==> config.mk <==
export PLATFORM = sky130hd
export DESIGN_NAME = bridge_fault_protection
export DESIGN_NICKNAME = d
export VERILOG_FILES = /design/src/bridge_fault_pkg.sv /design/src/bridge_fault_protection.sv
export SDC_FILE = /design/constraint.sdc
export NUM_CORES = 1
export LEC_CHECK = 0
export ABC_CLOCK_PERIOD_IN_PS = 5200
export BUFFER_PORTS_ARGS = -buffer_cell sky130_fd_sc_hd__buf_2
export CORE_ASPECT_RATIO = 0.7
export CORE_MARGIN = 8
export CORE_UTILIZATION = 40
export CTS_BUF_LIST = sky130_fd_sc_hd__clkbuf_2 sky130_fd_sc_hd__clkbuf_4 sky130_fd_sc_hd__clkbuf_8
export DETAILED_ROUTE_END_ITERATION = 6
export GPL_ROUTABILITY_DRIVEN = 0
export PLACE_DENSITY_LB_ADDON = 0.12
export SYNTH_ARGS = -nofsm -noshare
export SYNTH_HDL_FRONTEND = slang
export SYNTH_SLANG_ARGS = --single-unit
==> constraint.sdc <==
create_clock -name core_clk_i -period 5.2 [get_ports core_clk_i]
set_clock_uncertainty 0.1 [all_clocks]
set_input_delay 0.52 -clock core_clk_i [delete_from_list [all_inputs] [get_ports core_clk_i]]
set_output_delay 0.52 -clock core_clk_i [all_outputs]
set_load 0.05 [all_outputs]
==> src/bridge_fault_pkg.sv <==
// Shared constants and types for the bridge control and fault protection block
`default_nettype none
package bridge_fault_pkg;
  // ----------------------------------------------------------------
  // Register map (word offsets in bytes)
  // ----------------------------------------------------------------
  localparam logic [7:0] ADDR_CONTROL = 8'h00;  // Control register
  localparam logic [7:0] ADDR_COMMAND = 8'h04;  // Command register (clear faults)
  localparam logic [7:0] ADDR_STATUS  = 8'h08;  // Latched fault status
  localparam logic [7:0] ADDR_STATE   = 8'h0C;  // Live state readback

  // Control field positions
  localparam int CTL_SLEW_LSB = 0;   // Slew select, 3 bits
  localparam int CTL_OCP_LSB  = 3;   // Overcurrent policy, 2 bits
  localparam int CTL_MODE_LSB = 5;   // Bridge mode, 2 bits
  localparam int CTL_PUMP_BIT = 7;   // Pump check off
  localparam int CTL_STRAP_BIT = 8;  // Use strap pin for slew
  localparam int CMD_CLEAR_BIT = 0;  // Clear faults bit

  // Status field positions
  localparam int ST_FAULT = 0;
  localparam int ST_UV    = 1;
  localparam int ST_PUMP  = 2;
  localparam int ST_OC    = 3;
  localparam int ST_OC_FET_LSB = 4;  // Four per-transistor flags

  localparam logic [8:0] CONTROL_RESET = 9'h000;

  // ----------------------------------------------------------------
  // Encodings
  // ----------------------------------------------------------------
  localparam logic [1:0] OCP_LATCH  = 2'h0;
  localparam logic [1:0] OCP_RETRY  = 2'h1;
  localparam logic [1:0] OCP_REPORT = 2'h2;
  localparam logic [1:0] OCP_OFF    = 2'h3;
  localparam logic [1:0] MODE_INDEP = 2'h2;
  localparam logic [2:0] SLEW_FASTEST = 3'h0;  // 53.2 V/us
  localparam logic [2:0] SLEW_MID     = 3'h3;  // 13 V/us
  localparam logic [2:0] SLEW_SLOWEST = 3'h7;  // 2.6 V/us

  // Strap pin states
  localparam logic [1:0] STRAP_GND  = 2'h0;
  localparam logic [1:0] STRAP_OPEN = 2'h1;
  localparam logic [1:0] STRAP_HIGH = 2'h2;

  // ----------------------------------------------------------------
  // Timing
  // ----------------------------------------------------------------
  localparam int CLK_MHZ = 200;
  localparam int DELAY_FAST_NS = 1500;  // Input to output delay, fastest slew
  localparam int DELAY_SLOW_NS = 4500;  // Input to output delay, slowest slew
  localparam int DELAY_FAST_CYC = DELAY_FAST_NS * CLK_MHZ / 1000;
  localparam int DELAY_SLOW_CYC = DELAY_SLOW_NS * CLK_MHZ / 1000;
  localparam int DELAY_STEP_CYC = (DELAY_SLOW_CYC - DELAY_FAST_CYC) / 7;
  localparam int CORE_READY_CYC = 16;   // Wake-up time of the core
  localparam int CNT_W = 16;

  // Half-bridge phase
  typedef enum logic [2:0] {
    HB_OFF  = 3'b001,
    HB_DEAD = 3'b010,
    HB_ON   = 3'b100
  } hb_state_e;

  // Gate drive of one half bridge
  typedef struct packed {
    logic high;
    logic low;
  } gate_s;

  // Analogue comparator inputs
  typedef struct packed {
    logic       supply_uv;
    logic       pump_uv;
    logic [3:0] over_current;  // HS1, LS1, HS2, LS2
  } sense_s;
endpackage
`default_nettype wire

==> src/bridge_fault_protection.sv <==
// Bridge control, slew decode, dead time and fault protection with Wishbone registers
//
// What this block does
// - Decode three-bit slew field into eight rates
// - Strap pin: ground, open, high pick rates
// - Dead time between transistors, scaled by slew
// - Deglitch inputs; delay 1.5 to 4.5 us
// - Turn off conducting transistor before switching
// - Fault indicator low while any fault
// - Indicator low until core is ready
// - Sleep while sleep input low
// - No serial output while sleep held low
// - Supply undervoltage: all off, pump off, latch
// - Undervoltage flag held until cleared
// - Pump undervoltage: outputs off, skip if disabled
// - Pump flag held until cleared
// - Overcurrent after filter time, pump stays on
// - Independent mode: per half bridge handling
// - Policy 00: latch off until cleared
// - Policy 01: retry after wait
// - Policy 10: report only, keep driving
// - Policy 11: no action at all
`default_nettype none
module bridge_fault_protection
  import bridge_fault_pkg::*;
#(
  parameter int OCP_FILTER_CYC = 600,   // Overcurrent filter time
  parameter int RETRY_CYC      = 4000,  // Retry wait
  parameter int DEAD_BASE_CYC  = 40     // Dead time at fastest slew
) (
  // Clock and reset
  input  wire logic                     core_clk_i,
  input  wire logic                     rstn_i,
  // Wishbone slave
  input  wire logic                     wb_cyc_i,
  input  wire logic                     wb_stb_i,
  input  wire logic                     wb_we_i,
  input  wire logic [7:0]               wb_adr_i,
  input  wire logic [3:0]               wb_sel_i,
  input  wire logic [31:0]              wb_dat_i,
  output logic      [31:0]              wb_dat_o,
  output logic                          wb_ack_o,
  // Pins
  input  wire logic                     sleep_input_n_i,
  input  wire logic [1:0]               bridge_control_input_i,
  input  wire logic [1:0]               slew_strap_i,
  input  wire bridge_fault_pkg::sense_s sense_i,
  output bridge_fault_pkg::gate_s [1:0] gate_o,
  output logic                          pump_enable_o,
  output logic                          fault_indicator_n_o,
  output logic                          fault_indicator_oe_o,
  output logic                          serial_out_allow_o,
  output logic      [2:0]               slew_select_o
);
  import bridge_fault_pkg::*;

  // ----------------------------------------------------------------
  // Input synchronisers
  // ----------------------------------------------------------------
  sense_s     sense_m, sense_s2;        // Sense sync stages
  logic [1:0] in_m, in_s;               // Control input stages
  logic [1:0] strap_m, strap_s;         // Strap stages
  logic       sleep_m, sleep_s;         // Sleep stages

  // Two flops on every pin
  always_ff @(posedge core_clk_i or negedge rstn_i) begin
    if (!rstn_i) begin
      sense_m  <= '0;
      sense_s2 <= '0;
      in_m     <= 2'h0;
      in_s     <= 2'h0;
      strap_m  <= 2'h0;
      strap_s  <= 2'h0;
      sleep_m  <= 1'b0;
      sleep_s  <= 1'b0;
    end else begin
      sense_m  <= sense_i;
      sense_s2 <= sense_m;
      in_m     <= bridge_control_input_i;
      in_s     <= in_m;
      strap_m  <= slew_strap_i;
      strap_s  <= strap_m;
      sleep_m  <= sleep_input_n_i;
      sleep_s  <= sleep_m;
    end
  end

  // ----------------------------------------------------------------
  // Sleep and core ready
  // ----------------------------------------------------------------
  logic             sleep_prev;   // Previous sleep level
  logic             clear_pulse;  // Sleep reset pulse ended
  logic [CNT_W-1:0] ready_cnt;    // Wake-up counter
  logic             core_ready;   // Core is functional

  // Wake counter restarts on every sleep
  always_ff @(posedge core_clk_i or negedge rstn_i) begin
    if (!rstn_i) begin
      ready_cnt  <= '0;
      core_ready <= 1'b0;
    end else if (!sleep_s) begin
      ready_cnt  <= '0;
      core_ready <= 1'b0;
    end else if (ready_cnt == CNT_W'(CORE_READY_CYC)) begin
      core_ready <= 1'b1;
    end else begin
      ready_cnt <= ready_cnt + 1'b1;
    end
  end

  // Edge memory of sleep level
  always_ff @(posedge core_clk_i or negedge rstn_i) begin
    if (!rstn_i) begin
      sleep_prev <= 1'b0;
    end else begin
      sleep_prev <= sleep_s;
    end
  end
  assign clear_pulse = sleep_s && !sleep_prev;  // Wake edge clears faults

  // No serial drive while asleep
  assign serial_out_allow_o = sleep_s;

  // ----------------------------------------------------------------
  // Registers
  // ----------------------------------------------------------------
  logic [8:0] control;      // Control register
  logic       clear_cmd;    // Clear faults command pulse
  logic       wb_hit;       // Request awaiting answer
  logic [7:0] status;       // Latched status
  logic       clear_all;    // Any clear source

  assign wb_hit = wb_cyc_i && wb_stb_i && !wb_ack_o;
  // Either the clear command or the wake edge clears
  assign clear_all = clear_cmd || clear_pulse;

  // Control writes, byte lanes 0 and 1
  always_ff @(posedge core_clk_i or negedge rstn_i) begin
    if (!rstn_i) begin
      control <= CONTROL_RESET;
    end else if (wb_hit && wb_we_i && wb_adr_i == ADDR_CONTROL) begin
      if (wb_sel_i[0]) control[7:0] <= wb_dat_i[7:0];
      if (wb_sel_i[1]) control[8]   <= wb_dat_i[8];
    end
  end

  // Clear bit is self-clearing
  always_ff @(posedge core_clk_i or negedge rstn_i) begin
    if (!rstn_i) begin
      clear_cmd <= 1'b0;
    end else begin
      clear_cmd <= wb_hit && wb_we_i && wb_sel_i[0] && wb_adr_i == ADDR_COMMAND
                   && wb_dat_i[CMD_CLEAR_BIT];
    end
  end

  // Ack one cycle after the request, read data registered
  always_ff @(posedge core_clk_i or negedge rstn_i) begin
    if (!rstn_i) begin
      wb_ack_o <= 1'b0;
      wb_dat_o <= 32'h0000_0000;
    end else begin
      wb_ack_o <= wb_hit;
      if (wb_hit && !wb_we_i) begin
        case (wb_adr_i)
          ADDR_CONTROL: wb_dat_o <= {23'h0, control};
          ADDR_STATUS:  wb_dat_o <= {24'h0, status};
          ADDR_STATE:   wb_dat_o <= {26'h0, core_ready, pump_enable_o, gate_o};
          default:      wb_dat_o <= 32'h0000_0000;  // Unmapped and command
        endcase
      end
    end
  end

  // ----------------------------------------------------------------
  // Slew selection
  // ----------------------------------------------------------------
  logic [2:0] strap_slew;  // Slew from strap pin

  // Strap decode
  always_comb begin
    case (strap_s)
      STRAP_GND:  strap_slew = SLEW_FASTEST;
      STRAP_OPEN: strap_slew = SLEW_MID;
      STRAP_HIGH: strap_slew = SLEW_SLOWEST;
      default:    strap_slew = SLEW_MID;
    endcase
  end

  // Register field or strap picks the rate code
  always_ff @(posedge core_clk_i or negedge rstn_i) begin
    if (!rstn_i) begin
      slew_select_o <= SLEW_FASTEST;
    end else begin
      slew_select_o <= control[CTL_STRAP_BIT] ? strap_slew
                                              : control[CTL_SLEW_LSB +: 3];
    end
  end

  // Delay figures per slew step
  logic [CNT_W-1:0] glitch_cyc;  // Deglitch length
  logic [CNT_W-1:0] dead_cyc;    // Dead interval length
  assign glitch_cyc = CNT_W'(DELAY_FAST_CYC) + CNT_W'(DELAY_STEP_CYC) * CNT_W'(slew_select_o);
  assign dead_cyc   = CNT_W'(DEAD_BASE_CYC) * (CNT_W'(slew_select_o) + CNT_W'(1));

  // ----------------------------------------------------------------
  // Fault detection
  // ----------------------------------------------------------------
  logic [1:0] ocp_mode;             // Overcurrent policy
  logic       indep;                // Independent half-bridge mode
  logic       pump_uv;              // Pump fault after check-off gate
  logic [3:0] oc_event;             // Filtered overcurrent per transistor
  logic [1:0] oc_shut;              // Per half bridge shutdown
  logic [1:0] oc_hold;              // Overcurrent latch per half bridge
  logic [CNT_W-1:0] retry_cnt [2];  // Retry timers

  assign ocp_mode = control[CTL_OCP_LSB +: 2];
  assign indep    = control[CTL_MODE_LSB +: 2] == MODE_INDEP;
  assign pump_uv  = sense_s2.pump_uv && !control[CTL_PUMP_BIT];

  // Overcurrent filter per transistor
  for (genvar f = 0; f < 4; f++) begin : g_filt
    logic [CNT_W-1:0] oc_cnt;  // Time above limit
    always_ff @(posedge core_clk_i or negedge rstn_i) begin
      if (!rstn_i) begin
        oc_cnt <= '0;
      end else if (!sense_s2.over_current[f]) begin
        oc_cnt <= '0;
      end else if (oc_cnt != CNT_W'(OCP_FILTER_CYC)) begin
        oc_cnt <= oc_cnt + 1'b1;
      end
    end
    assign oc_event[f] = oc_cnt == CNT_W'(OCP_FILTER_CYC) && ocp_mode != OCP_OFF;
  end

  // Policy state per half bridge
  for (genvar h = 0; h < 2; h++) begin : g_pol
    logic hit;     // Event on this half bridge, or any in joint mode
    logic active;  // Condition still present
    assign hit    = indep ? |oc_event[2*h +: 2] : |oc_event;
    assign active = indep ? |sense_s2.over_current[2*h +: 2] : |sense_s2.over_current;
    always_ff @(posedge core_clk_i or negedge rstn_i) begin
      if (!rstn_i) begin
        oc_hold[h]   <= 1'b0;
        retry_cnt[h] <= '0;
      end else if (hit) begin
        oc_hold[h]   <= 1'b1;  // Set wins over clear
        retry_cnt[h] <= '0;
      end else if (oc_hold[h]) begin
        case (ocp_mode)
          OCP_RETRY: begin
            if (retry_cnt[h] != CNT_W'(RETRY_CYC)) retry_cnt[h] <= retry_cnt[h] + 1'b1;
            else if (!active) oc_hold[h] <= 1'b0;
          end
          OCP_OFF: oc_hold[h] <= 1'b0;
          default: if (clear_all && !active) oc_hold[h] <= 1'b0;
        endcase
      end
    end
    // Report-only keeps driving
    assign oc_shut[h] = oc_hold[h] && (ocp_mode == OCP_LATCH || ocp_mode == OCP_RETRY);
  end

  // Latched status flags, set wins over clear
  always_ff @(posedge core_clk_i or negedge rstn_i) begin
    if (!rstn_i) begin
      status <= 8'h00;
    end else begin
      status[ST_UV]   <= sense_s2.supply_uv || (status[ST_UV] && !clear_all);
      status[ST_PUMP] <= pump_uv || (status[ST_PUMP] && !clear_all);
      status[ST_OC]   <= |oc_event || (status[ST_OC] && !clear_all);
      status[ST_OC_FET_LSB +: 4] <= oc_event | (status[ST_OC_FET_LSB +: 4] & {4{!clear_all}});
      status[ST_FAULT] <= sense_s2.supply_uv || pump_uv || |oc_event
                          || (status[ST_FAULT] && !clear_all);
    end
  end

  // Pump off only on supply undervoltage or sleep
  always_ff @(posedge core_clk_i or negedge rstn_i) begin
    if (!rstn_i) pump_enable_o <= 1'b0;
    else         pump_enable_o <= sleep_s && !sense_s2.supply_uv;
  end

  // Indicator: faults or core not ready
  logic fault_now;
  assign fault_now = sense_s2.supply_uv || pump_uv || |oc_hold || !core_ready;
  always_ff @(posedge core_clk_i or negedge rstn_i) begin
    if (!rstn_i) begin
      fault_indicator_oe_o <= 1'b1;
    end else begin
      fault_indicator_oe_o <= fault_now;
    end
  end
  assign fault_indicator_n_o = 1'b0;  // Open drain: only ever pulls low

  // ----------------------------------------------------------------
  // Half-bridge drivers
  // ----------------------------------------------------------------
  logic drive_ok;  // Global permission to drive
  assign drive_ok = core_ready && !sense_s2.supply_uv && !pump_uv;

  for (genvar b = 0; b < 2; b++) begin : g_hb
    logic [CNT_W-1:0] glitch_cnt;  // Stable-input timer
    logic             filt;        // Deglitched input
    logic             want;        // Level being driven
    logic [CNT_W-1:0] dead_cnt;    // Dead interval timer
    hb_state_e        st;          // Phase

    // Deglitch: input must hold steady
    always_ff @(posedge core_clk_i or negedge rstn_i) begin
      if (!rstn_i) begin
        glitch_cnt <= '0;
        filt       <= 1'b0;
      end else if (in_s[b] == filt) begin
        glitch_cnt <= '0;
      end else if (glitch_cnt >= glitch_cyc) begin
        filt       <= in_s[b];
        glitch_cnt <= '0;
      end else begin
        glitch_cnt <= glitch_cnt + 1'b1;
      end
    end

    // Off, then dead interval, then the other transistor
    always_ff @(posedge core_clk_i or negedge rstn_i) begin
      if (!rstn_i) begin
        st       <= HB_OFF;
        want     <= 1'b0;
        dead_cnt <= '0;
      end else if (!drive_ok || oc_shut[b]) begin
        st <= HB_OFF;
      end else begin
        case (st)
          HB_OFF: begin
            want     <= filt;
            dead_cnt <= '0;
            st       <= HB_DEAD;
          end
          HB_DEAD: begin
            if (dead_cnt >= dead_cyc) st <= HB_ON;
            else dead_cnt <= dead_cnt + 1'b1;
          end
          HB_ON: if (filt != want) st <= HB_OFF;
          default: st <= HB_OFF;
        endcase
      end
    end

    // Gates registered from phase
    always_ff @(posedge core_clk_i or negedge rstn_i) begin
      if (!rstn_i) begin
        gate_o[b] <= '0;
      end else begin
        gate_o[b].high <= st == HB_ON && want && drive_ok && !oc_shut[b];
        gate_o[b].low  <= st == HB_ON && !want && drive_ok && !oc_shut[b];
      end
    end
  end
endmodule
`default_nettype wire

======== Yosys cells after proc, flatten, opt, wreduce, memory -nomap -nowiden ========
Index checks and enable logic that the tools add are counted.
operators by class
  bitwise logic cells ..................... 6
  muxes and demuxes ....................... 55
  multipliers ............................. 2
  equal/unequal tests ..................... 41
  order comparisons ....................... 4
  reductions and logical operators ........ 94
  $add $sub $neg .......................... 13
operators by type and width
  operator                                                                  number
  16-bit 2-to-1 mux                                                         24
  16-bit by 1-bit adder with 16-bit output (second input constant)          11
  16-bit by 10-bit equality test with 1-bit output (second input constant)  4
  16-bit by 10-bit != test with 1-bit output (second input constant)        4
  16-bit case mux with 2 select lines                                       2
  1-bit logical AND                                                         37
  16-bit by 10-bit >= comparator with 1-bit output                          2
  16-bit by 11-bit >= comparator with 1-bit output                          2
  16-bit by 12-bit != test with 1-bit output (second input constant)        2
  9-bit case mux with 3 select lines                                        1
  3-bit 2-to-1 mux                                                          7
  3-bit case mux with 3 select lines                                        2
  16-bit by 5-bit equality test with 1-bit output (second input constant)   1
  8-bit by 4-bit equality test with 1-bit output (second input constant)    2
  1-bit 2-to-1 mux                                                          16
  2-bit AND reduction                                                       8
  2-bit nonzero test                                                        8
  1-bit zero test                                                           15
  1-bit logical OR                                                          12
  3-bit != test (second input constant)                                     4
  3-bit AND reduction                                                       4
  9-bit by 10-bit adder with 11-bit output (first input constant)           1
  7-bit by 3-bit multiplier with 10-bit output (first input constant)       1
  2-bit by 1-bit != test with 1-bit output (second input constant)          5
  20 further kinds                                                          40
word-level totals
  input port bits ......................... 60
  register bits after elaboration ......... 272

======== Logic depth before layout (Yosys ltp) ========
Gate-level depths: netlist (run 1).
  word-level depth ........................ 8
  mapped depth ............................ 19
  gate-level depth less buffers ........... 18

======== Worst setup path before layout (run 1) ========
OpenSTA, ideal clock, no wires.
  path type ............................... register to register
  start point ............................. register slew_select_o[2]
  end point ............................... register g_hb[0].glitch_cnt[10]
  stages on the path, launching flop included .. 18
  buffers on the path ..................... 1
  data arrival time ....................... 4,394 ps
  slack ................................... 635 ps
  cells stage by stage .................... dfrtp_1 inv_1 ha_1 inv_1 ha_1 ha_1 and3_1 a311oi_1 xor2_1 ha_1 o21a_1 o211a_1 o31a_1 a311o_1 maj3_2 a211o_2 buf_6 nor2_1
on the way
  longest elaborated chain between the ends .. 5
ends and longest elaborated chain
  what                                              line                            RTL
  start, declared                                   bridge_fault_protection.sv:53   output logic [2:0] slew_select_o
  start signal, assigned                            bridge_fault_protection.sv:195  slew_select_o <= control[CTL_STRAP_BIT] ? strap_slew
  7-bit by 3-bit multiplier with 10-bit output      bridge_fault_protection.sv:203  assign glitch_cyc = CNT_W'(DELAY_FAST_CYC) + CNT_W'(DELAY_STEP_CYC) * CNT_W'(slew_select_o);
  9-bit by 10-bit adder with 11-bit output          bridge_fault_protection.sv:203
  16-bit by 11-bit >= comparator with 1-bit output  bridge_fault_protection.sv:316  end else if (glitch_cnt >= glitch_cyc) begin
  16-bit 2-to-1 mux                                 bridge_fault_protection.sv:316
  16-bit 2-to-1 mux                                 bridge_fault_protection.sv:314  end else if (in_s[b] == filt) begin
  end signal, assigned                              bridge_fault_protection.sv:320  glitch_cnt <= glitch_cnt + 1'b1;
  end, declared                                     bridge_fault_protection.sv:303  logic [CNT_W-1:0] glitch_cnt;
Every way passes these cells.
A chain may end at the register's enable or synchronous reset.

======== Final worst setup path (run 1) ========
  start point ............................. register slew_select_o[0]
  end point ............................... register g_hb[0].glitch_cnt[5]
The elaborated chain is that of the path after synthesis.

==> results of run 1 <==
timing repair:
item	CTS	global route
gates resized for setup	0	0
hold endpoints to repair	52	0
hold buffers	12	0
buffers inserted	0	0
flip-flops by register name (all words and copies together) (netlist names), 2 cells and up:
name,flops
control,9
slew_select_o,3
g_hb.want,2
ready_cnt,16
retry_cnt,32
sense_s2,6
gate_o,4
strap_m,2
in_m,2
g_hb.st,6
in_s,2
g_hb.filt,2
g_hb.glitch_cnt,32
g_filt.oc_cnt,64
wb_dat_o,9
sense_m,6
status,8
strap_s,2
oc_hold,2
g_hb.dead_cnt,32
power by group:
group,switching [W],internal [W]
sequential,0.0000298,0.00196
combinational,0.000144,0.0000669
clock,0.000809,0.00107
total,0.000983,0.00310
worst max path at each step:
stage | to | from | slack, ps
finish | g_hb[0].glitch_cnt[5] | slew_select_o[0] | 820
floorplan | g_hb[0].glitch_cnt[10] | slew_select_o[2] | 630
CTS | g_hb[0].glitch_cnt[5] | slew_select_o[0] | 760
detailed placement | g_hb[0].glitch_cnt[5] | slew_select_o[0] | 790
global placement | g_hb[0].glitch_cnt[8] | slew_select_o[0] | 830
global route | g_hb[1].glitch_cnt[5] | slew_select_o[0] | 440
cells by family (layout without fill, tap and decap cells):
| kind of cell | after synthesis | in the layout | synth area share, % |
|---|---|---|---|
| XOR/XNOR | 129 | 129 | 8.91 |
| AND/OR/NAND/NOR | 545 | 545 | 22.5 |
| adder cells (fa/ha/maj) | 74 | 74 | 7.20 |
| multiplexers | 28 | 28 | 2.33 |
| AO/OA/AOI/OAI | 134 | 134 | 6.78 |
| buffers and inverters | 101 | 203 | 3.72 |
| flip-flops | 249 | 249 | 48.5 |
| other | 1 | 32 | 0.0292 |
worst max-delay path, stage by stage, from the launching register on:
cell and delay (ps):
dfrtp_1 490, ha_1 330, inv_1 100, ha_1 220, ha_1 320, and3_1 200, a311oi_1 320, xor2_1 230
ha_1 260, o21a_1 170, o211a_1 220, o31a_1 100, a311o_1 330, maj3_2 330, a211o_2 450, nor2_1 140
cell type report:
type | instances | area (um^2)
fillers | 3078 | 17400
inverters | 54 | 203
multi-input cells | 942 | 6250
flip-flops and latches | 249 | 6230
clock buffers | 66 | 877
well taps | 427 | 534
repair buffers | 75 | 480
clock inverters | 8 | 45.0
metal layers:
layer / vias to the layer above / global-route usage (%) / wire length, um
met5: - / 0 / 0
met4: 0 / 4.04 / 604
met3: 56 / 3.38 / 1200
met2: 125 / 21.5 / 11500
met1: 4252 / 21.7 / 14600
li1: 4507 / - / -
through the flow:
stage	instance area, um^2	utilization, %	setup slack [ps]	power, W
after floorplan	13000	-	635	0.00216
after global placement	13600	42.4	831	0.00224
after detailed placement	13600	42.4	786	0.00224
after CTS	14600	45.7	761	0.00417
after global routing	14600	45.7	436	0.00429
final	14600	45.7	824	0.00408
cell usage in the layout, fill, tap and decap left out, types with 10 or more instances in the layout:
master and count:
a21boi_0 10, o21ai_0 44, conb_1 32, buf_2 53, dlygate4sd3_1 12, nand2_1 90
xor2_1 40, mux2_2 15, a21oi_1 27, nor2_1 118, or3_1 15, nor2b_1 26
inv_1 54, nor4_1 10, dfrtp_1 246, mux2i_1 13, nand4_1 39, and2_1 75
xnor2_1 88, clkbuf_8 61, nor3_1 17, ha_1 73, and3_1 39, nand3_1 65
==> impl_metrics.json, run 1 <==
{
  "status": "finished clean",
  "cp-end-kind": "register",
  "drtIter0Drc": 582,
  "final_hold_viol_count": 0,
  "p_leak_nw": 6.82,
  "vias": 8940,
  "die_width_um": 230,
  "synth_edf_count": 0,
  "clockBufferDepth": 3,
  "grt_overflow": 0,
  "syn_area_um2": 12800,
  "crit_type": "reg -> reg",
  "port_buffers": 54,
  "tns_ps": 0,
  "hold_path_class": "in -> reg",
  "worst_hold_startpoint": "wb_dat_i[5]",
  "drc_errors": 0,
  "syn_area_per_cell_um2": 10.2,
  "path_clk_slew_ps": 60,
  "initial_utilization_pct": 40.1,
  "antenna_found_initial": 0,
  "design.die.area_um2": 38200,
  "crit_required_ps": 5580,
  "yosys.cell_types.count": 69,
  "htree_levels": 2,
  "setup_violations": 0,
  "synth_area_leaders": "dfrtp_1 (48%), ha_1 (7.1%), xnor2_1 (6.0%), and2_1 (3.7%), nor2_1 (3.4%)",
  "worst_slew_pin_slew_ps": 1090,
  "grt_start_max_net_pins": 120,
  "r2r-start": "slew_select_o[0]",
  "arrival_ps": 4760,
  "grt_pass1_wl_um": 47000,
  "vias_per_cell": 4.91,
  "async_flop_share_pct": 100,
  "num_antenna_cells": 0,
  "io_pins": 104,
  "first_pass_iters": 7,
  "drive_gt1_share_pct": 12.3,
  "finalMaxSlewViolations": 0,
  "cp_max_fo": 12,
  "yosysMostFrequentCell": "dfrtp_1",
  "nets": 1497,
  "ys_ff_latch": 249,
  "numCtsBuffers": 42,
  "r2r_cells": 15,
  "yosysWarnings": 0,
  "die_h_um": 166,
  "whs_ps": 104,
  "period_needed_ps": 4380,
  "cap_viol_max_count": 0,
  "cts_tree": "built",
  "grt_usage_pct": 14.8,
  "finalCritPeriodShare_pct": 84.1,
  "rrSetupSlack_ps": 820,
  "timing.rr.end": "g_hb[0].glitch_cnt[5]",
  "powerDensity_nw_per_um2": 279,
  "rsz0062_at_grt": "false",
  "post_drt_wl_per_cell_um": 15.3,
  "root_buffer": "clkbuf_8",
  "core_area_um2": 32000,
  "hpwl_um": 19400,
  "holdPathEnd": "control[5]",
  "synth_ff_type": "dfrtp_1",
  "min_path_cells": 2,
  "wl_um": 27800,
  "ant_nets": 0,
  "synth_top_area_share_pct": 47.9,
  "max_clock_freq_mhz": 229,
  "maxSlewHeadroom_pct": 27.3,
  "startpoint_type": "register",
  "yosys-top-cells-count": "dfrtp_1 (246), nor2_1 (118), nand2_1 (90), xnor2_1 (88), and2_1 (75)",
  "peakVddDrop_v": 0.000156,
  "synth-seq-area-share_pct": 48.5,
  "area_growth_pct": 13.8,
  "placed_cells": 1735,
  "grt_pass1_vias": 8976,
  "synth_cells": 1261,
  "insertion_delay_ps": 560,
  "numClockSinks": 249,
  "rows": 55,
  "stdcell_count": 1821,
  "yosys.area.top_type": "dfrtp_1"
}
No activity file was read; power rests on OpenSTA's default activity.
==> inputs of run 2 (changes only) <==
--- a/config.mk
+++ b/config.mk
@@ -5,7 +5,7 @@
 export SDC_FILE = /design/constraint.sdc
 export NUM_CORES = 1
 export LEC_CHECK = 0
-export ABC_CLOCK_PERIOD_IN_PS = 5200
+export ABC_CLOCK_PERIOD_IN_PS = 4500
 export BUFFER_PORTS_ARGS = -buffer_cell sky130_fd_sc_hd__buf_2
 export CORE_ASPECT_RATIO = 0.7
 export CORE_MARGIN = 8
==> constraint.sdc (replaced) <==
create_clock -name core_clk_i -period 4.5 [get_ports core_clk_i]
set_clock_uncertainty 0.1 [all_clocks]
set_input_delay 0.45 -clock core_clk_i [delete_from_list [all_inputs] [get_ports core_clk_i]]
set_output_delay 0.45 -clock core_clk_i [all_outputs]
set_load 0.05 [all_outputs]
==> run 2 against run 1 <==
Net effect:
- total power is 17% higher
- via count hardly changed
- die area stayed put
- flip-flop and latch count stayed put
- hold slack worse by 58 ps
- critical path depth is 1 higher
- routed wire length is 0.17% lower
- global-route usage is 0.056 points lower
- fmax is 4.4% higher
- worst setup slack worse by 510 ps
- largest power group unchanged
==> impl_metrics.json, run 2 (synthesized netlist as in run 1, its figures left out) <==
{
  "status": "finished clean",
  "hold_path_class": "in -> reg",
  "comb_power_share_pct": 5.3,
  "finalMaxSlewViolations": 0,
  "grt_start_max_net_pins": 109,
  "area_growth_pct": 14.7,
  "crit_type": "reg -> reg",
  "power_switching_w": 0.00114,
  "clkPwrFrac_pct": 46.5,
  "numClockSinks": 249,
  "maxSlewHeadroom_pct": 26.3,
  "power_frac_seq_pct": 48.2,
  "regMostFlops": "g_filt.oc_cnt",
  "stdcell_area_um2": 14700,
  "clockBufferDepth": 3,
  "num_antenna_cells": 0,
  "nets": 1507,
  "die_h_um": 166,
  "crit_required_ps": 4840,
  "design.die.area_um2": 38200,
  "cp_max_fo": 4,
  "tns_ps": 0,
  "swShare_pct": 24.0,
  "die_width_um": 230,
  "startpoint_type": "register",
  "final_hold_viol_count": 0,
  "rows": 55,
  "final_cell_mix": "dfrtp_1 (245), nor2_1 (118), nand2_1 (90)",
  "stdcell_count": 1830,
  "post_drt_wl_per_cell_um": 15.2,
  "first_pass_iters": 4,
  "cp_cell_sequence": "inv_1 -> ha_1 -> inv_2 -> ha_2 -> ha_1 -> and3_1 -> a311oi_1 -> xor2_1 -> ha_1 -> o21a_1 -> o211a_1 -> o31a_1 -> a311o_1 -> maj3_2 -> a21oi_1 -> mux2_2",
  "wl_um": 27800,
  "grt_usage_pct": 14.7,
  "setup_violations": 0,
  "r2r_cells": 16,
  "grt_overflow": 0,
  "arrival_ps": 4530,
  "root_buffer": "clkbuf_8",
  "cts_tree": "built",
  "hpwl_um": 19300,
  "path_clk_slew_ps": 60,
  "initial_utilization_pct": 40.1,
  "finalCritPeriodShare_pct": 93.1,
  "largest_reg_flops": 64,
  "antenna_found_initial": 0,
  "ant_nets": 0,
  "vias_per_cell": 4.88,
  "grt_pass1_vias": 8903,
  "drc_errors": 0,
  "worst_slew_pin_slew_ps": 1100,
  "drive_gt1_share_pct": 12.8,
  "peakVddDrop_v": 0.000203,
  "period_needed_ps": 4190,
  "cap_viol_max_count": 0,
  "p_leak_nw": 6.87,
  "powerDensity_nw_per_um2": 324,
  "insertion_delay_ps": 570,
  "drtIter0Drc": 583,
  "vias": 8932,
  "placedInstanceArea_um2": 13600,
  "max_stage_delay_ps": 410,
  "cpMaxStageDelayCell": "dfrtp_2",
  "crit_top_cell": "ha_1",
  "mostFrequentLayoutCell": "dfrtp_1",
  "max_clock_freq_mhz": 239,
  "cp-end-kind": "register",
  "io_pins": 104,
  "grt_pass1_wl_um": 46900,
  "core_area_um2": 32000,
  "rsz0062_at_grt": "false",
  "htree_levels": 2,
  "port_buffers": 54,
  "intPower_w": 0.00363,
  "numCtsBuffers": 42,
  "placed_cells": 1738,
  "min_path_cells": 3
}
run 2: layer usage:
| metal | vias up | GRT usage (%) | wire length, um |
|---|---|---|---|
| met1 | 4252 | 22.0 | 14600 |
| met2 | 112 | 21.1 | 11600 |
| met5 | - | 0 | 0 |
| li1 | 4526 | - | - |
| met3 | 42 | 3.23 | 1130 |
| met4 | 0 | 3.74 | 443 |
run 2: layout make-up:
| cell class | instances | area (um^2) |
|---|---|---|
| fillers | 3049 | 17300 |
| multi-input cells | 942 | 6270 |
| flip-flops and latches | 249 | 6240 |
| clock buffers | 64 | 818 |
| repair buffers | 85 | 571 |
| well taps | 427 | 534 |
| inverters | 54 | 203 |
| clock inverters | 9 | 105 |
run 2: worst paths after layout:
check                                  endpoint              from  slack, ps
setup / recovery                   g_hb[0].filt  slew_select_o[2]        310
hold / removal                       control[2]       wb_dat_i[2]         50
setup reg to reg                   g_hb[0].filt  slew_select_o[2]        310
hold reg to reg                     sense_s2[5]        sense_m[5]        250
max in group asynchronous   g_filt[3].oc_cnt[5]            rstn_i       2770
min in group asynchronous  g_hb[0].dead_cnt[12]            rstn_i        400
run 2: critical path, delay by kind of cell, from the launching register on:
kind	cells	cell delay [ps]
compound gates	6	1290
fa+ha+maj	5	1280
flops	1	410
mux	1	350
xor+xnor	1	240
buf+inv	2	200
simple gates	1	200
run 2: what timing repair did:
item                       in CTS  in global routing
gates resized for setup         0                  5
setup endpoints to repair       0                 13
buffers inserted                0                  1
hold buffers                   18                  0
hold endpoints to repair      104                  0
run 2: per-stage QoR:
step | utilization, % | total power [W] | hold slack (ps) | setup WS (ps)
final | 46.1 | 0.00477 | 46.1 | 310
after global routing | 46.1 | 0.00501 | 14.4 | 60.5
after CTS | 46.0 | 0.00488 | 14.5 | 193
after detailed placement | 42.5 | 0.00258 | 235 | 200
after global placement | 42.5 | 0.00258 | 232 | 274
after floorplan | - | 0.00249 | 54.4 | 174
run 2: power by group through the flow:
stage / logic [W] / clock network, W / registers (W)
4_1_cts: 0.000254 / 0.00232 / 0.00230
5_1_grt: 0.000286 / 0.00242 / 0.00231
3_3_place_gp: 0.000237 / 0 / 0.00234
6_report: 0.000253 / 0.00222 / 0.00230
3_5_place_dp: 0.000241 / 0 / 0.00234
2_1_floorplan: 0.000159 / 0 / 0.00233
